### src/inc/iocc_pkg.sv
// Overview of operation
// - single-unit number: bits 8-10 zero, 11-15 device
// - multiunit: bit 8 one, controller, then device
// - even register address, odd flags plus count
// - memory or device parity fault sets error flag
// - zero count, no chaining: signal count done
// - zero count, chaining: fetch and load next doubleword
// - completion puts status in bits 0-7, rest zero
// - status captured only on channel or unusual end
// - unusual end terminates always, ignores chaining
// - interrupt flag: request on zero count or end
// - zero count means maximum, wraps to all ones
// - status bits 5-7 always loaded as zero
// - channel end meaningless when unusual end set
// - chained doubleword bytes not counted
package iocc_pkg;
    localparam int WORD_W        = 16;
    localparam int COUNT_W       = 13;
    // odd register field positions, bit 0 of the manual is msb
    localparam int ERR_POS       = 15;
    localparam int CHAIN_POS     = 14;
    localparam int IRQ_POS       = 13;
    // status byte positions inside the byte, msb first
    localparam int ST_TE_POS     = 7;
    localparam int ST_WL_POS     = 6;
    localparam int ST_CM_POS     = 5;
    localparam int ST_CE_POS     = 4;
    localparam int ST_UE_POS     = 3;
    localparam logic [7:0]  STATUS_MASK   = 8'hF8;
    localparam logic [15:0] WORD_RESET    = 16'h0000;
    localparam logic [15:0] FLAGS_RESET   = 16'h0000;
    localparam logic [12:0] COUNT_ONE     = 13'h0001;
    localparam logic [15:0] ADDR_STEP     = 16'h0001;
    localparam logic [15:0] FETCH_STEP    = 16'h0002;
    // device number layout inside the 8-bit number
    localparam logic [2:0]  SINGLE_TAG    = 3'h0;
    localparam int SINGLE_DEV_W  = 5;
    localparam int MULTI_CTL_W   = 3;
    localparam int MULTI_DEV_W   = 4;

    typedef enum logic [2:0] {
        IOCC_IDLE,
        IOCC_ACTIVE,
        IOCC_FETCH_HI,
        IOCC_FETCH_LO,
        IOCC_WAIT_END
    } iocc_state_e;
endpackage : iocc_pkg

### src/logic/iocc_channel.sv
`timescale 1ns/100ps
module iocc_channel (
    // system
    input  wire logic                          clock,
    input  wire logic                          reset_n,
    // cpu direct read and write access to the register pair, plus start and busy
    input  wire logic                          reg_write,
    input  wire logic                          reg_read,
    input  wire logic                          reg_odd,
    input  wire logic [iocc_pkg::WORD_W-1:0]   reg_wdata,
    output logic      [iocc_pkg::WORD_W-1:0]   reg_rdata,
    input  wire logic                          start,
    output logic                               busy,
    // device number decode
    input  wire logic [7:0]                    device_number,
    output logic                               dev_num_valid,
    output logic                               dev_num_multi,
    output logic [iocc_pkg::MULTI_CTL_W-1:0]   dev_ctl_id,
    output logic [iocc_pkg::SINGLE_DEV_W-1:0]  dev_unit_id,
    // device controller side
    input  wire logic                          byte_done,
    input  wire logic                          byte_parity_err,
    input  wire logic                          mem_fault,
    input  wire logic                          channel_end,
    input  wire logic                          unusual_end,
    input  wire logic [7:0]                    status_byte,
    output logic                               count_done,
    output logic                               irq_request,
    output logic [iocc_pkg::WORD_W-1:0]        byte_word_addr,
    output logic                               byte_lane,
    // chained doubleword fetch
    output logic                               fetch_req,
    output logic [iocc_pkg::WORD_W-1:0]        fetch_addr,
    input  wire logic                          fetch_ack,
    input  wire logic                          fetch_fault,
    input  wire logic [iocc_pkg::WORD_W-1:0]   fetch_data
);
    import iocc_pkg::*;

    iocc_state_e          state_reg;
    iocc_state_e          state_next;
    logic [WORD_W-1:0]    addr_reg;
    logic [WORD_W-1:0]    addr_next;
    logic                 err_reg;
    logic                 err_next;
    logic                 chain_reg;
    logic                 chain_next;
    logic                 irqf_reg;
    logic                 irqf_next;
    logic [COUNT_W-1:0]   count_reg;
    logic [COUNT_W-1:0]   count_next;
    logic                 lane_reg;
    logic                 lane_next;
    logic [WORD_W-1:0]    hold_reg;
    logic [WORD_W-1:0]    hold_next;
    logic                 cdone_reg;
    logic                 cdone_next;
    logic                 irq_reg;
    logic                 irq_next;
    logic                 busy_reg;
    logic                 freq_reg;
    logic                 freq_next;
    logic [WORD_W-1:0]    faddr_reg;
    logic [WORD_W-1:0]    faddr_next;
    logic [WORD_W-1:0]    rdata_reg;
    logic                 dvalid_reg;
    logic                 dmulti_reg;
    logic [MULTI_CTL_W-1:0]  dctl_reg;
    logic [SINGLE_DEV_W-1:0] dunit_reg;

    // device number decode
    wire       num_single = (device_number[7:5] == SINGLE_TAG);
    wire       num_multi  = device_number[7];
    wire [MULTI_CTL_W-1:0]  num_ctl  = num_multi ? device_number[6:4] : '0;
    wire [SINGLE_DEV_W-1:0] num_unit = num_multi ? {1'b0, device_number[3:0]}
                                                 : device_number[4:0];

    // odd register image and read mux
    wire [WORD_W-1:0] odd_image = {err_reg, chain_reg, irqf_reg, count_reg};
    wire [WORD_W-1:0] rd_mux    = reg_odd ? odd_image : addr_reg;

    // event decode
    wire active      = (state_reg != IOCC_IDLE);
    // busy is registered from the next state so the port comes off a flop
    wire busy_next   = (state_next != IOCC_IDLE);
    wire cpu_load    = reg_write && !active;
    wire any_end     = active && (channel_end || unusual_end);
    wire take_byte   = (state_reg == IOCC_ACTIVE) && byte_done && !any_end;
    wire fault_now   = (take_byte && (mem_fault || byte_parity_err))
                       || (freq_reg && fetch_ack && fetch_fault);
    // zero start value decrements to all ones, giving the full range
    wire [COUNT_W-1:0] count_dec = count_reg - COUNT_ONE;
    wire count_zero  = take_byte && (count_dec == '0);
    wire chain_go    = count_zero && chain_reg;
    // the next doubleword sits on the first whole word after the data
    // a half-used word is skipped as well, so both lanes step one word
    wire [WORD_W-1:0] addr_after = addr_reg + ADDR_STEP;
    // unusual end forces channel end low so software never reads a stale one
    wire [7:0] status_clean = unusual_end ? (status_byte & STATUS_MASK & ~(8'h01 << ST_CE_POS))
                                          : (status_byte & STATUS_MASK);
    wire [WORD_W-1:0] status_word = {status_clean, 8'h00};
    wire irq_event   = irqf_reg && (count_zero || any_end);

    always_comb begin
        state_next = state_reg;
        addr_next  = addr_reg;
        err_next   = err_reg;
        chain_next = chain_reg;
        irqf_next  = irqf_reg;
        count_next = count_reg;
        lane_next  = lane_reg;
        hold_next  = hold_reg;
        cdone_next = cdone_reg;
        freq_next  = freq_reg;
        faddr_next = faddr_reg;
        irq_next   = irq_event;
        if (cpu_load) begin
            if (reg_odd) begin
                {err_next, chain_next, irqf_next, count_next} = reg_wdata;
            end else begin
                addr_next = reg_wdata;
                lane_next = 1'b0;
            end
        end
        unique case (state_reg)
            IOCC_IDLE: begin
                if (start && !reg_write) begin
                    state_next = IOCC_ACTIVE;
                    cdone_next = 1'b0;
                end
            end
            IOCC_ACTIVE: begin
                if (take_byte) begin
                    count_next = count_dec;
                    lane_next  = ~lane_reg;
                    if (lane_reg) begin
                        addr_next = addr_reg + ADDR_STEP;
                    end
                    if (count_zero && chain_reg) begin
                        state_next = IOCC_FETCH_HI;
                        freq_next  = 1'b1;
                        faddr_next = addr_after;
                    end else if (count_zero) begin
                        state_next = IOCC_WAIT_END;
                        cdone_next = 1'b1;
                    end
                end
            end
            IOCC_FETCH_HI: begin
                if (fetch_ack) begin
                    hold_next  = fetch_data;
                    faddr_next = faddr_reg + ADDR_STEP;
                    state_next = IOCC_FETCH_LO;
                end
            end
            IOCC_FETCH_LO: begin
                if (fetch_ack) begin
                    // error flag is kept sticky across the chain
                    addr_next  = hold_reg;
                    chain_next = fetch_data[CHAIN_POS];
                    irqf_next  = fetch_data[IRQ_POS];
                    count_next = fetch_data[COUNT_W-1:0];
                    lane_next  = 1'b0;
                    freq_next  = 1'b0;
                    state_next = IOCC_ACTIVE;
                end
            end
            IOCC_WAIT_END: begin
                cdone_next = 1'b1;
            end
        endcase
        if (fault_now) begin
            err_next = 1'b1;
        end
        if (any_end) begin
            // unusual end abandons any chain fetch in flight
            addr_next  = status_word;
            freq_next  = 1'b0;
            cdone_next = 1'b0;
            lane_next  = 1'b0;
            state_next = IOCC_IDLE;
        end
    end

    always_ff @(posedge clock or negedge reset_n) begin
        if (!reset_n) begin
            state_reg <= IOCC_IDLE;
            addr_reg  <= WORD_RESET;
            err_reg   <= FLAGS_RESET[ERR_POS];
            chain_reg <= FLAGS_RESET[CHAIN_POS];
            irqf_reg  <= FLAGS_RESET[IRQ_POS];
            count_reg <= FLAGS_RESET[COUNT_W-1:0];
            lane_reg  <= 1'b0;
            hold_reg  <= WORD_RESET;
            busy_reg  <= 1'b0;
        end else begin
            state_reg <= state_next;
            addr_reg  <= addr_next;
            err_reg   <= err_next;
            chain_reg <= chain_next;
            irqf_reg  <= irqf_next;
            count_reg <= count_next;
            lane_reg  <= lane_next;
            hold_reg  <= hold_next;
            busy_reg  <= busy_next;
        end
    end

    always_ff @(posedge clock or negedge reset_n) begin
        if (!reset_n) begin
            cdone_reg <= 1'b0;
            irq_reg   <= 1'b0;
            freq_reg  <= 1'b0;
            faddr_reg <= WORD_RESET;
        end else begin
            cdone_reg <= cdone_next;
            irq_reg   <= irq_next;
            freq_reg  <= freq_next;
            faddr_reg <= faddr_next;
        end
    end

    always_ff @(posedge clock or negedge reset_n) begin
        if (!reset_n) begin
            rdata_reg  <= WORD_RESET;
            dvalid_reg <= 1'b0;
            dmulti_reg <= 1'b0;
            dctl_reg   <= '0;
            dunit_reg  <= '0;
        end else begin
            if (reg_read) begin
                rdata_reg <= rd_mux;
            end
            dvalid_reg <= num_single || num_multi;
            dmulti_reg <= num_multi;
            dctl_reg   <= num_ctl;
            dunit_reg  <= num_unit;
        end
    end

    assign reg_rdata      = rdata_reg;
    assign busy           = busy_reg;
    assign dev_num_valid  = dvalid_reg;
    assign dev_num_multi  = dmulti_reg;
    assign dev_ctl_id     = dctl_reg;
    assign dev_unit_id    = dunit_reg;
    assign count_done     = cdone_reg;
    assign irq_request    = irq_reg;
    assign byte_word_addr = addr_reg;
    assign byte_lane      = lane_reg;
    assign fetch_req      = freq_reg;
    assign fetch_addr     = faddr_reg;
endmodule : iocc_channel

### config.mk
export PLATFORM = sky130hd
export DESIGN_NAME = iocc_channel
export DESIGN_NICKNAME = d
export VERILOG_FILES = /design/src/inc/iocc_pkg.sv /design/src/logic/iocc_channel.sv
export SDC_FILE = /design/constraint.sdc
export NUM_CORES = 1
export LEC_CHECK = 0
export ABC_AREA = 1
export ABC_CLOCK_PERIOD_IN_PS = 1900
export BUFFER_PORTS_ARGS = -buffer_cell sky130_fd_sc_hd__buf_4
export CORE_ASPECT_RATIO = 0.8
export CORE_MARGIN = 3
export CORE_UTILIZATION = 50
export CTS_BUF_LIST = sky130_fd_sc_hd__clkbuf_2 sky130_fd_sc_hd__clkbuf_4 sky130_fd_sc_hd__clkbuf_8
export DETAILED_ROUTE_END_ITERATION = 12
export GPL_ROUTABILITY_DRIVEN = 0
export PLACE_DENSITY_LB_ADDON = 0.2
export SYNTH_ARGS = -nofsm -noshare
export SYNTH_HDL_FRONTEND = slang
export SYNTH_SLANG_ARGS = --single-unit
### constraint.sdc
create_clock -name clock -period 1.9 [get_ports clock]
set_input_delay 0.19 -clock clock [delete_from_list [all_inputs] [get_ports clock]]
set_output_delay 0.19 -clock clock [all_outputs]
set_load 0.01 [all_outputs]
==> metrics.csv, run 1 <==
stage,metric,value,unit
floorplan,die height,102,um
layout,post-route cell area,8100,um^2
sta,Max-slew headroom,53.0,%
sta,Tcrit/Tclk final,116,%
drt,DR vias,6608,
synth,Synth Net Count,857,
placed_design,Setup WS pre-CTS,-0.264,ns
status,outcome,"finished, violations left",
global_route,GR Util All Layers,30.6,%
sta,setup ws final,-0.299,ns
global_route,GR Overflow Total,0,
drt,wire length per cell,17.4,um
worst_setup_path,Worst EP arrival,2.46,ns
sta,Least-Margin Pin Slew,0.705,ns
floorplan,Initial Util,52.2,%
layout,"most common cell after layout, fill and taps aside",nand2_1,
worst_setup_path,CP Capture Type,flip-flop,
sta,Max Clk Rate,455,MHz
clock_tree,clock root buffer,clkbuf_8,
clock_tree,"Reg clk slew, reported paths",0.10,ns
clock_tree,total CTS buffers,9,
global_route,vias in the first global route,6246,
global_route,met2 usage,48.2,%
power_and_ir_drop,Leakage,4.10,nW
placed_design,placed inst area,7360,um^2
drt,Vias/cell,5.73,
floorplan,core area,11100,um^2
hold_path,Worst Hold End,dev_ctl_id[0],
drt,final WL,20.1,mm
global_route,first-pass GRT wire length,31.3,mm
hold_path,Hold Startpoint,device_number[4],
layout,P&R area growth vs syn,40.3,%
floorplan,# rows,34,
global_route,met1 Resource Use GR,42.9,%
hold_path,hold depth,3,
drt,drt first pass iters,6,
synth,asr flop ratio synth,100,%
power_and_ir_drop,maximum vdd drop,0.604,mV
global_route,met3 usage,5.07,%
sta,Final Hold Viols,0,
status,violated checks,negative setup slack,
layout,# nets final,1069,
clock_tree,CTS max path bufs,2,
worst_setup_path,R2R Path Start,count_reg[1],
hold_path,min-delay worst type,in2reg,
drt,First DRT Iteration DRCs,680,
worst_setup_path,worst-path fanout max,3,
floorplan,I/O pins,124,
synth,"Warnings, synthesis",0,
sta,unrepaired setup endpoints after global routing,true,
layout,"commonest cells after routing, fill and taps aside","228 x nand2_1, 214 x buf_4, 98 x dfrtp_1",
sta,Final Setup Violations,23,
synth,number of synthesized flops with an enable pin,0,
synth,Avg Synthesized Cell Area,7.29,um^2
clock_tree,CTS tree,built,
worst_setup_path,Worst setup SP type,flip-flop,
worst_setup_path,worst reg2reg setup slack,-0.30,ns
drt,DRT antenna net count,0,
floorplan,full die area,12900,um^2
synth,post-synthesis sequential area ratio,42.5,%
floorplan,Die W,126,um
clock_tree,clk_lat worst skew,0.39,ns
worst_setup_path,WS Path Type,reg2reg,
layout,number of fill cells,871,
synth,Main synth FF type,dfrtp_1,
synth,Yosys cell types,47,
placed_design,PortBufs,120,
drt,# DRC,0,
global_route,largest net degree at the start of global routing,53,
sta,Tmin final,2.20,ns
worst_setup_path,R2R depth,16,
sta,Fin Clk Skew,0.0111,ns
worst_setup_path,r2r endpoint,count_reg[2],
clock_tree,clock sinks,98,
layout,layout cells sized above 1,32.6,%
power_and_ir_drop,PwrDens,1340,nW/um^2
clock_tree,H-tree lvl count,3,
synth,Cells after Synth,792,
placed_design,post-DP HPWL,14.4,mm
layout,Inserted Diodes,0,
synth,Post-Syn Area,5770,um^2
worst_setup_path,Worst EP required,2.16,ns
flow_run,max cap viols,0,
synth,flop and latch count out of synthesis,98,
global_route,initial antenna violation count,0,
global_route,GRT Max-Usage Layer,met2,
sta,fin. max-slew vios,0,
## kinds of logic (layout without fill, tap and decap cells)
family	after synthesis	count (layout)	synth area share (%)
AOI/OAI and AO/OA	127	127	14.0
xor gates and xnor gates	17	17	2.58
adders and majority gates	4	4	0.867
buffers and inverters	125	340	8.54
DFF	98	98	42.5
muxes	4	4	0.758
and+or+nand+nor	417	419	30.7
## power by group
group          leakage, nW  switching [mW]  internal, mW
logic                 2.80            3.14          2.77
registers             1.21           0.827          2.86
clock network       0.0885           0.762         0.520
## worst max-delay path, cell delays in order, from the launching register on
cell      delay [ns]
dfrtp_1         0.40
inv_2           0.08
ha_4            0.17
inv_2           0.04
nand2_2         0.09
nand2_4         0.08
buf_4           0.13
buf_4           0.12
buf_4           0.12
buf_4           0.12
buf_4           0.12
buf_4           0.12
buf_4           0.12
buf_4           0.12
buf_4           0.12
inv_2           0.04
o221ai_2        0.08
## layout make-up
type / count / area, um^2 / share of cell area [%]
Clock inverter: 5 / 30.0 / 0.371
Inverter: 96 / 367 / 4.52
Timing Repair Buffer: 228 / 1780 / 22.0
Sequential cell: 98 / 2450 / 30.3
Clock buffer: 11 / 145 / 1.79
Multi-Input combinational cell: 571 / 3150 / 38.8
Tap cell: 144 / 180 / 2.22
## worst max path at each step
stage | start | endpoint | cells after the start | slack (ns)
finish | count_reg[1] | count_reg[2] | 16 | -0.30
global route | count_reg[1] | fetch_addr[1] | 16 | -0.39
CTS | count_reg[1] | fetch_addr[13] | 16 | -0.16
detailed placement | count_reg[1] | fetch_addr[4] | 14 | -0.26
global placement | state_reg[0] | count_reg[4] | 8 | -0.15
floorplan | count_reg[0] | fetch_addr[10] | 14 | 0.008
## synthesized netlist by cell type, types with 3 or more instances
cell type / number / area share (%)
nand2_1: 238 / 15
dfrtp_1: 98 / 42
inv_1: 89 / 5.8
nor2_1: 78 / 5.1
nand3_1: 50 / 4.3
o21ai_0: 31 / 2.7
o211ai_1: 24 / 3.1
a31oi_1: 22 / 2.4
clkbuf_1: 17 / 1.1
a21oi_1: 16 / 1.4
o221ai_1: 12 / 1.8
xor2_1: 12 / 1.8
nand4_1: 10 / 1.1
nor3_1: 10 / 0.87
nor2_2: 8 / 0.87
buf_2: 7 / 0.61
inv_2: 7 / 0.46
nand2_2: 7 / 0.76
o21ai_1: 7 / 0.61
xnor2_1: 5 / 0.76
ha_1: 4 / 0.87
nor4_1: 4 / 0.43
buf_1: 3 / 0.20
mux2_2: 3 / 0.59
## per-stage QoR
step	setup TNS [ns]	hold slack (ns)	util, %	total power [mW]	instances
after global placement	-3.38	0.270	66.5	8.58	1110
after global routing	-8.31	0.0330	73.3	11.6	1153
after CTS	-2.41	0.00535	71.0	10.4	1147
final	-5.19	0.00941	73.3	10.9	1153
after detailed placement	-5.34	0.286	66.5	8.75	1110
after floorplan	0	-0.106	-	6.22	792
## repair_timing
item,4_1_cts,5_1_grt
pin swaps,18,18
setup endpoints to repair,36,61
hold endpoints to repair,59,0
resized for setup,34,53
gates cloned,2,1
hold buffers,9,0
setup buffers,11,5
## metal layers
| metal | wire length [um] | part of all wire (%) |
|---|---|---|
| met3 | 2040 | 10 |
| met2 | 8880 | 44 |
| met5 | 0 | 0 |
| met1 | 8380 | 42 |
| met4 | 790 | 3.9 |
Note: power is estimated with default switching activity, not from simulation.
==> run 2, diff against run 1 <==
--- a/config.mk
+++ b/config.mk
@@ -8,9 +8,11 @@
 export ABC_AREA = 1
 export ABC_CLOCK_PERIOD_IN_PS = 1900
 export BUFFER_PORTS_ARGS = -buffer_cell sky130_fd_sc_hd__buf_4
+export CELL_PAD_IN_SITES_DETAIL_PLACEMENT = 2
+export CELL_PAD_IN_SITES_GLOBAL_PLACEMENT = 2
 export CORE_ASPECT_RATIO = 0.8
 export CORE_MARGIN = 3
-export CORE_UTILIZATION = 50
+export CORE_UTILIZATION = 28
 export CTS_BUF_LIST = sky130_fd_sc_hd__clkbuf_2 sky130_fd_sc_hd__clkbuf_4 sky130_fd_sc_hd__clkbuf_8
 export DETAILED_ROUTE_END_ITERATION = 12
 export GPL_ROUTABILITY_DRIVEN = 0
==> metrics.csv, run 2 (synthesized netlist as in run 1, its figures left out) <==
stage,metric,value,unit,change
placed_design,Setup WS pre-CTS,-0.448,ns,-0.184 ns
status,violated checks,negative setup slack,,
clock_tree,H-tree lvl count,3,,unchanged
sta,Fin Clk Skew,0.0147,ns,+0.00366 ns
sta,Least-Margin Pin Slew,0.504,ns,-0.202 ns
layout,Inserted Diodes,0,,unchanged
sta,Tmin final,2.19,ns,-0.00617 ns
sta,Max-slew headroom,66.1,%,+13 points
drt,# DRC,0,,unchanged
floorplan,die height,134,um,+32%
global_route,GR Overflow Total,0,,unchanged
floorplan,Die W,167,um,+32%
global_route,vias in the first global route,7596,,+22%
power_and_ir_drop,switching share of power,44.7,%,+1.2 points
clock_tree,clock sinks,98,,unchanged
sta,fin. max-slew vios,0,,unchanged
clock_tree,"Reg clk slew, reported paths",0.11,ns,about the same
sta,unrepaired setup endpoints after global routing,true,,
power_and_ir_drop,Leakage,4.24,nW,+3.6%
clock_tree,clock root buffer,clkbuf_8,,
floorplan,I/O pins,124,,unchanged
global_route,initial antenna violation count,0,,unchanged
drt,DR vias,6596,,-0.18%
worst_setup_path,WS Path Type,reg2reg,,
power_and_ir_drop,"Power, Total",11.6,mW,+7.0%
hold_path,min-delay worst type,in2reg,,
layout,"most common cell after layout, fill and taps aside",buf_4,,
layout,number of fill cells,2300,,+160%
drt,drt first pass iters,4,,-2
worst_setup_path,worst-path fanout max,4,,+1
sta,setup TNS,-4.88,ns,+0.316 ns
layout,layout cells sized above 1,34.8,%,+2.2 points
floorplan,core area,20000,um^2,+81%
drt,wire length per cell,21.4,um,+23%
flow_run,max cap viols,0,,unchanged
worst_setup_path,Worst setup SP type,flip-flop,,
sta,Tcrit/Tclk final,115,%,-0.32 points
global_route,largest net degree at the start of global routing,37,,-30%
sta,Final Hold Viols,0,,unchanged
drt,Vias/cell,5.09,,-11%
power_and_ir_drop,PwrDens,1360,nW/um^2,+1.0%
floorplan,full die area,22400,um^2,+74%
worst_setup_path,CP Capture Type,flip-flop,,
layout,P&R area growth vs syn,48.6,%,
power_and_ir_drop,maximum vdd drop,0.420,mV,-31%
power_and_ir_drop,Sw Pwr,5.20,mW,+9.9%
power_and_ir_drop,part of the power in combinational logic,55.3,%,+1.0 points
status,outcome,"finished, violations left",,
clock_tree,CTS tree,built,,
clock_tree,CTS max path bufs,2,,unchanged
sta,Final Setup Violations,23,,unchanged
floorplan,# rows,46,,+35%
floorplan,Initial Util,28.8,%,-23 points
global_route,first-pass GRT wire length,42.5,mm,+36%
drt,DRT antenna net count,0,,unchanged
placed_design,PortBufs,120,,unchanged
sta,setup ws final,-0.293,ns,+0.00617 ns
layout,# nets final,1093,,+2.2%
layout,"commonest cells after routing, fill and taps aside","228 x buf_4, 220 x nand2_1, 94 x dfrtp_1",,
clock_tree,total CTS buffers,9,,unchanged
sta,Max Clk Rate,456,MHz,+0.28%
power_and_ir_drop,clock network power share,12.7,%,+0.9 points
drt,final WL,27.8,mm,+38%
layout,fin util,42.8,%,-30 points
power_and_ir_drop,Reg power frac,31.9,%,-2.0 points
placed_design,post-DP HPWL,21.1,mm,+47%
global_route,GR Util All Layers,24.1,%,-6.5 points
drt,First DRT Iteration DRCs,354,,-48%
clock_tree,clk_lat worst skew,0.39,ns,about the same
worst_setup_path,Worst EP arrival,2.46,ns,about the same
sta,Hold WS,0.0120,ns,+0.00261 ns
power_and_ir_drop,cell-internal power,6.44,mW,+4.7%
worst_setup_path,Worst EP required,2.17,ns,about the same
==> run 2: changes by cell type in the layout (fill, tap and decap cells not counted), moves of 5 or more <==
cell	change
inv_2	-5
o21ai_1	+8
nand3_2	-8
o21ai_0	-5
nand2_2	+5
nand3_1	+8
buf_6	+7
buf_4	+14
nand2_1	-8
==> run 2: stage by stage <==
| stage | std cells | instance area [um^2] |
|---|---|---|
| floorplan | 792 | 5780 |
| CTS | 1288 | 8240 |
| detailed placement | 1258 | 7750 |
| global route | 1296 | 8580 |
| finish | 1296 | 8580 |
| global placement | 1258 | 7750 |
==> run 2: timing repair <==
action | 4_1_cts | 5_1_grt
hold buffers | 9 | 1
endpoints found under the hold margin | 37 | 1
setup buffers | 6 | 6
pin swaps | 15 | 24
resized for setup | 45 | 68
gates cloned | 0 | 2
endpoints found under the setup margin | 50 | 69
==> run 2: worst paths after layout <==
check	startpoint	end	slack [ns]	cells after the start
max	count_reg[0]	fetch_req	-0.29	18
min	fetch_data[15]	hold_reg[15]	0.01	3
max in group asynchronous	reset_n	hold_reg[11]	1.00	3
max reg2reg	count_reg[0]	fetch_req	-0.29	18
min in group asynchronous	reset_n	count_reg[0]	0.30	2
min reg2reg	hold_reg[15]	hold_reg[15]	0.50	2
==> run 2: worst max-delay path, stage by stage, from the launching register on <==
cell	delay (ns)
dfrtp_1	0.41
inv_2	0.09
ha_4	0.17
inv_2	0.04
nand2_2	0.07
nand2_4	0.06
nor2_4	0.12
inv_1	0.06
nor2_1	0.09
nand2_1	0.07
nor2_1	0.12
nand2_1	0.11
nor2_4	0.17
nand2_4	0.11
buf_6	0.14
nand2_2	0.05
nand2_2	0.04
nand2_1	0.07
nand2_1	0.06
==> run 2: final cells by class <==
| class | count | area, um^2 | area share [%] |
|---|---|---|---|
| Inverter | 96 | 373 | 4.35 |
| Tap cell | 264 | 330 | 3.85 |
| Clock inverter | 4 | 52.6 | 0.613 |
| Timing Repair Buffer | 254 | 2070 | 24.1 |
| Multi-Input combinational cell | 569 | 3150 | 36.8 |
| Clock buffer | 11 | 145 | 1.69 |
| Sequential cell | 98 | 2460 | 28.6 |
==> run 2: per-layer routing <==
metal	part of all wire, %	GRT usage [%]
met5	0	0
met4	1.7	5.36
met1	44	31.5
met2	50	42.4
met3	4.8	3.98
==> run 2: power groups by stage <==
| stage | clock network, mW | logic (mW) | registers [mW] |
|---|---|---|---|
| final | 1.48 | 6.44 | 3.72 |
| after global placement | 0 | 5.42 | 3.65 |
| after floorplan | 0 | 2.47 | 3.75 |
| after global routing | 1.59 | 7.08 | 3.83 |
| after detailed placement | 0 | 5.73 | 3.70 |
| after CTS | 1.52 | 6.05 | 3.69 |
==> run 3, diff against run 2 <==
--- a/config.mk
+++ b/config.mk
@@ -17,6 +17,7 @@
 export DETAILED_ROUTE_END_ITERATION = 12
 export GPL_ROUTABILITY_DRIVEN = 0
 export PLACE_DENSITY_LB_ADDON = 0.2
+export RECOVER_POWER = 100
 export SYNTH_ARGS = -nofsm -noshare
 export SYNTH_HDL_FRONTEND = slang
 export SYNTH_SLANG_ARGS = --single-unit
==> metrics.csv, run 3 (synthesized netlist as in run 1, its figures left out) <==
stage,metric,value,unit,change
sta,Hold WS,0.0146,ns,+0.00254 ns
drt,Vias/cell,5.12,,+0.58%
status,violated checks,negative setup slack,,
global_route,met2 usage,42.4,%,unchanged
power_and_ir_drop,Sw Pwr,5.18,mW,-0.40%
floorplan,full die area,22400,um^2,unchanged
sta,unrepaired setup endpoints after global routing,true,,
global_route,largest net degree at the start of global routing,37,,unchanged
layout,Inserted Diodes,0,,unchanged
clock_tree,CTS tree,built,,
worst_setup_path,Worst setup SP type,flip-flop,,
power_and_ir_drop,maximum vdd drop,0.423,mV,+0.68%
worst_setup_path,WS Path Type,reg2reg,,
global_route,vias in the first global route,7596,,unchanged
worst_setup_path,Worst EP required,2.17,ns,about the same
placed_design,Setup WS pre-CTS,-0.448,ns,unchanged
worst_setup_path,Worst EP arrival,2.47,ns,about the same
floorplan,Die W,167,um,unchanged
floorplan,Initial Util,28.8,%,unchanged
global_route,GR Overflow Total,0,,unchanged
drt,final WL,27.8,mm,-0.10%
placed_design,placed cell count,1258,,unchanged
drt,DRT antenna net count,0,,unchanged
power_and_ir_drop,"Power, Total",11.2,mW,-3.7%
sta,Tcrit/Tclk final,116,%,+0.25 points
drt,DR vias,6634,,+0.58%
sta,setup ws final,-0.298,ns,-0.00479 ns
sta,fin. max-slew vios,0,,unchanged
status,outcome,"finished, violations left",,
sta,Final Hold Viols,0,,unchanged
worst_setup_path,worst-path fanout max,4,,unchanged
power_and_ir_drop,Leakage,3.97,nW,-6.5%
sta,setup TNS,-5.06,ns,-0.183 ns
layout,Non-Filler Instances,1296,,unchanged
sta,Max Clk Rate,455,MHz,-0.22%
global_route,first-pass GRT wire length,42.5,mm,unchanged
sta,Least-Margin Pin Slew,0.875,ns,+0.371 ns
clock_tree,total CTS buffers,9,,unchanged
layout,post-route cell area,8290,um^2,-3.4%
placed_design,post-DP HPWL,21.1,mm,unchanged
power_and_ir_drop,switching share of power,46.2,%,+1.5 points
placed_design,PortBufs,120,,unchanged
floorplan,die height,134,um,unchanged
layout,P&R area growth vs syn,43.5,%,
power_and_ir_drop,Reg power frac,33.0,%,+1.1 points
layout,FF+latch area,2460,um^2,about the same
layout,number of fill cells,2360,,+2.6%
clock_tree,CTS max path bufs,2,,unchanged
placed_design,placed inst area,7750,um^2,unchanged
floorplan,# rows,46,,unchanged
sta,Fin Clk Skew,0.0139,ns,-0.000797 ns
layout,"most common cell after layout, fill and taps aside",nand2_1,,
clock_tree,H-tree lvl count,3,,unchanged
layout,fin util,41.4,%,-1.5 points
layout,area occupied by multi-input gates,3150,um^2,-0.16%
power_and_ir_drop,clock network power share,13.1,%,+0.4 points
power_and_ir_drop,part of the power in combinational logic,53.8,%,-1.5 points
sta,Final Setup Violations,23,,unchanged
floorplan,I/O pins,124,,unchanged
global_route,met1 Resource Use GR,31.5,%,unchanged
clock_tree,clock sinks,98,,unchanged
power_and_ir_drop,PwrDens,1350,nW/um^2,-0.27%
drt,drt first pass iters,4,,unchanged
clock_tree,"Reg clk slew, reported paths",0.11,ns,about the same
layout,"commonest cells after routing, fill and taps aside","220 x nand2_1, 151 x buf_4, 95 x dfrtp_1",,
power_and_ir_drop,cell-internal power,6.03,mW,-6.3%
clock_tree,clock root buffer,clkbuf_8,,
layout,# nets final,1093,,unchanged
global_route,GRT Max-Usage Layer,met2,,
floorplan,core area,20000,um^2,unchanged
global_route,initial antenna violation count,0,,unchanged
global_route,GR Util All Layers,24.1,%,unchanged
sta,Max-slew headroom,41.7,%,-24 points
sta,Tmin final,2.20,ns,+0.00479 ns
drt,First DRT Iteration DRCs,326,,-7.9%
worst_setup_path,CP Capture Type,flip-flop,,
layout,layout cells sized above 1,27.8,%,-7.0 points
clock_tree,clk_lat worst skew,0.39,ns,about the same
drt,wire length per cell,21.4,um,-0.10%
global_route,met3 usage,3.98,%,unchanged
hold_path,min-delay worst type,in2reg,,
drt,# DRC,0,,unchanged
flow_run,max cap viols,0,,unchanged
==> run 3: metal layers <==
metal / part of all wire [%] / up-vias
li1: - / 3061
met1: 44 / 3376
met2: 50 / 165
met3: 4.5 / 32
met4: 1.6 / 0
met5: 0 / -
==> run 3: power by group through the flow <==
stage | Sequential [mW] | Clock [mW] | Combinational (mW)
floorplan | 3.75 | 0 | 2.47
global placement | 3.65 | 0 | 5.42
detailed placement | 3.70 | 0 | 5.73
CTS | 3.69 | 1.52 | 6.05
global route | 3.81 | 1.59 | 6.67
finish | 3.70 | 1.47 | 6.03
==> run 3: final timing paths <==
path                       slack, ns           start             to  cells after the start
max                            -0.30    count_reg[0]      fetch_req                     18
min                             0.01  fetch_data[15]   hold_reg[15]                      3
max reg2reg                    -0.30    count_reg[0]      fetch_req                     18
min reg2reg                     0.50    hold_reg[15]   hold_reg[15]                      2
max in group asynchronous       0.28         reset_n  count_reg[12]                      3
min in group asynchronous       0.44         reset_n   count_reg[0]                      2
==> run 3: worst max-delay path, cell delays in order, from the launching register on <==
cell,delay (ns)
dfrtp_1,0.41
inv_2,0.09
ha_4,0.17
inv_2,0.04
nand2_2,0.07
nand2_4,0.06
nor2_4,0.12
inv_1,0.06
nor2_1,0.09
nand2_1,0.07
nor2_1,0.12
nand2_1,0.11
nor2_4,0.17
nand2_4,0.11
buf_6,0.14
nand2_2,0.05
nand2_2,0.04
nand2_1,0.07
nand2_1,0.06
==> run 3: final cells by class <==
cell class                      instances  area share, %
Clock buffer                           11           1.75
Timing Repair Buffer                  254           21.5
Tap cell                              264           3.99
Clock inverter                          4          0.634
Sequential cell                        98           29.6
Multi-Input combinational cell        569           38.0
Inverter                               96           4.50
==> run 3: repair_timing <==
action | CTS | global route
cloned | 0 | 2
pin swaps | 15 | 24
endpoints found under the setup margin | 50 | 69
hold buffers | 9 | 1
setup buffers | 6 | 6
gates resized for setup | 45 | 68
endpoints found under the hold margin | 37 | 1
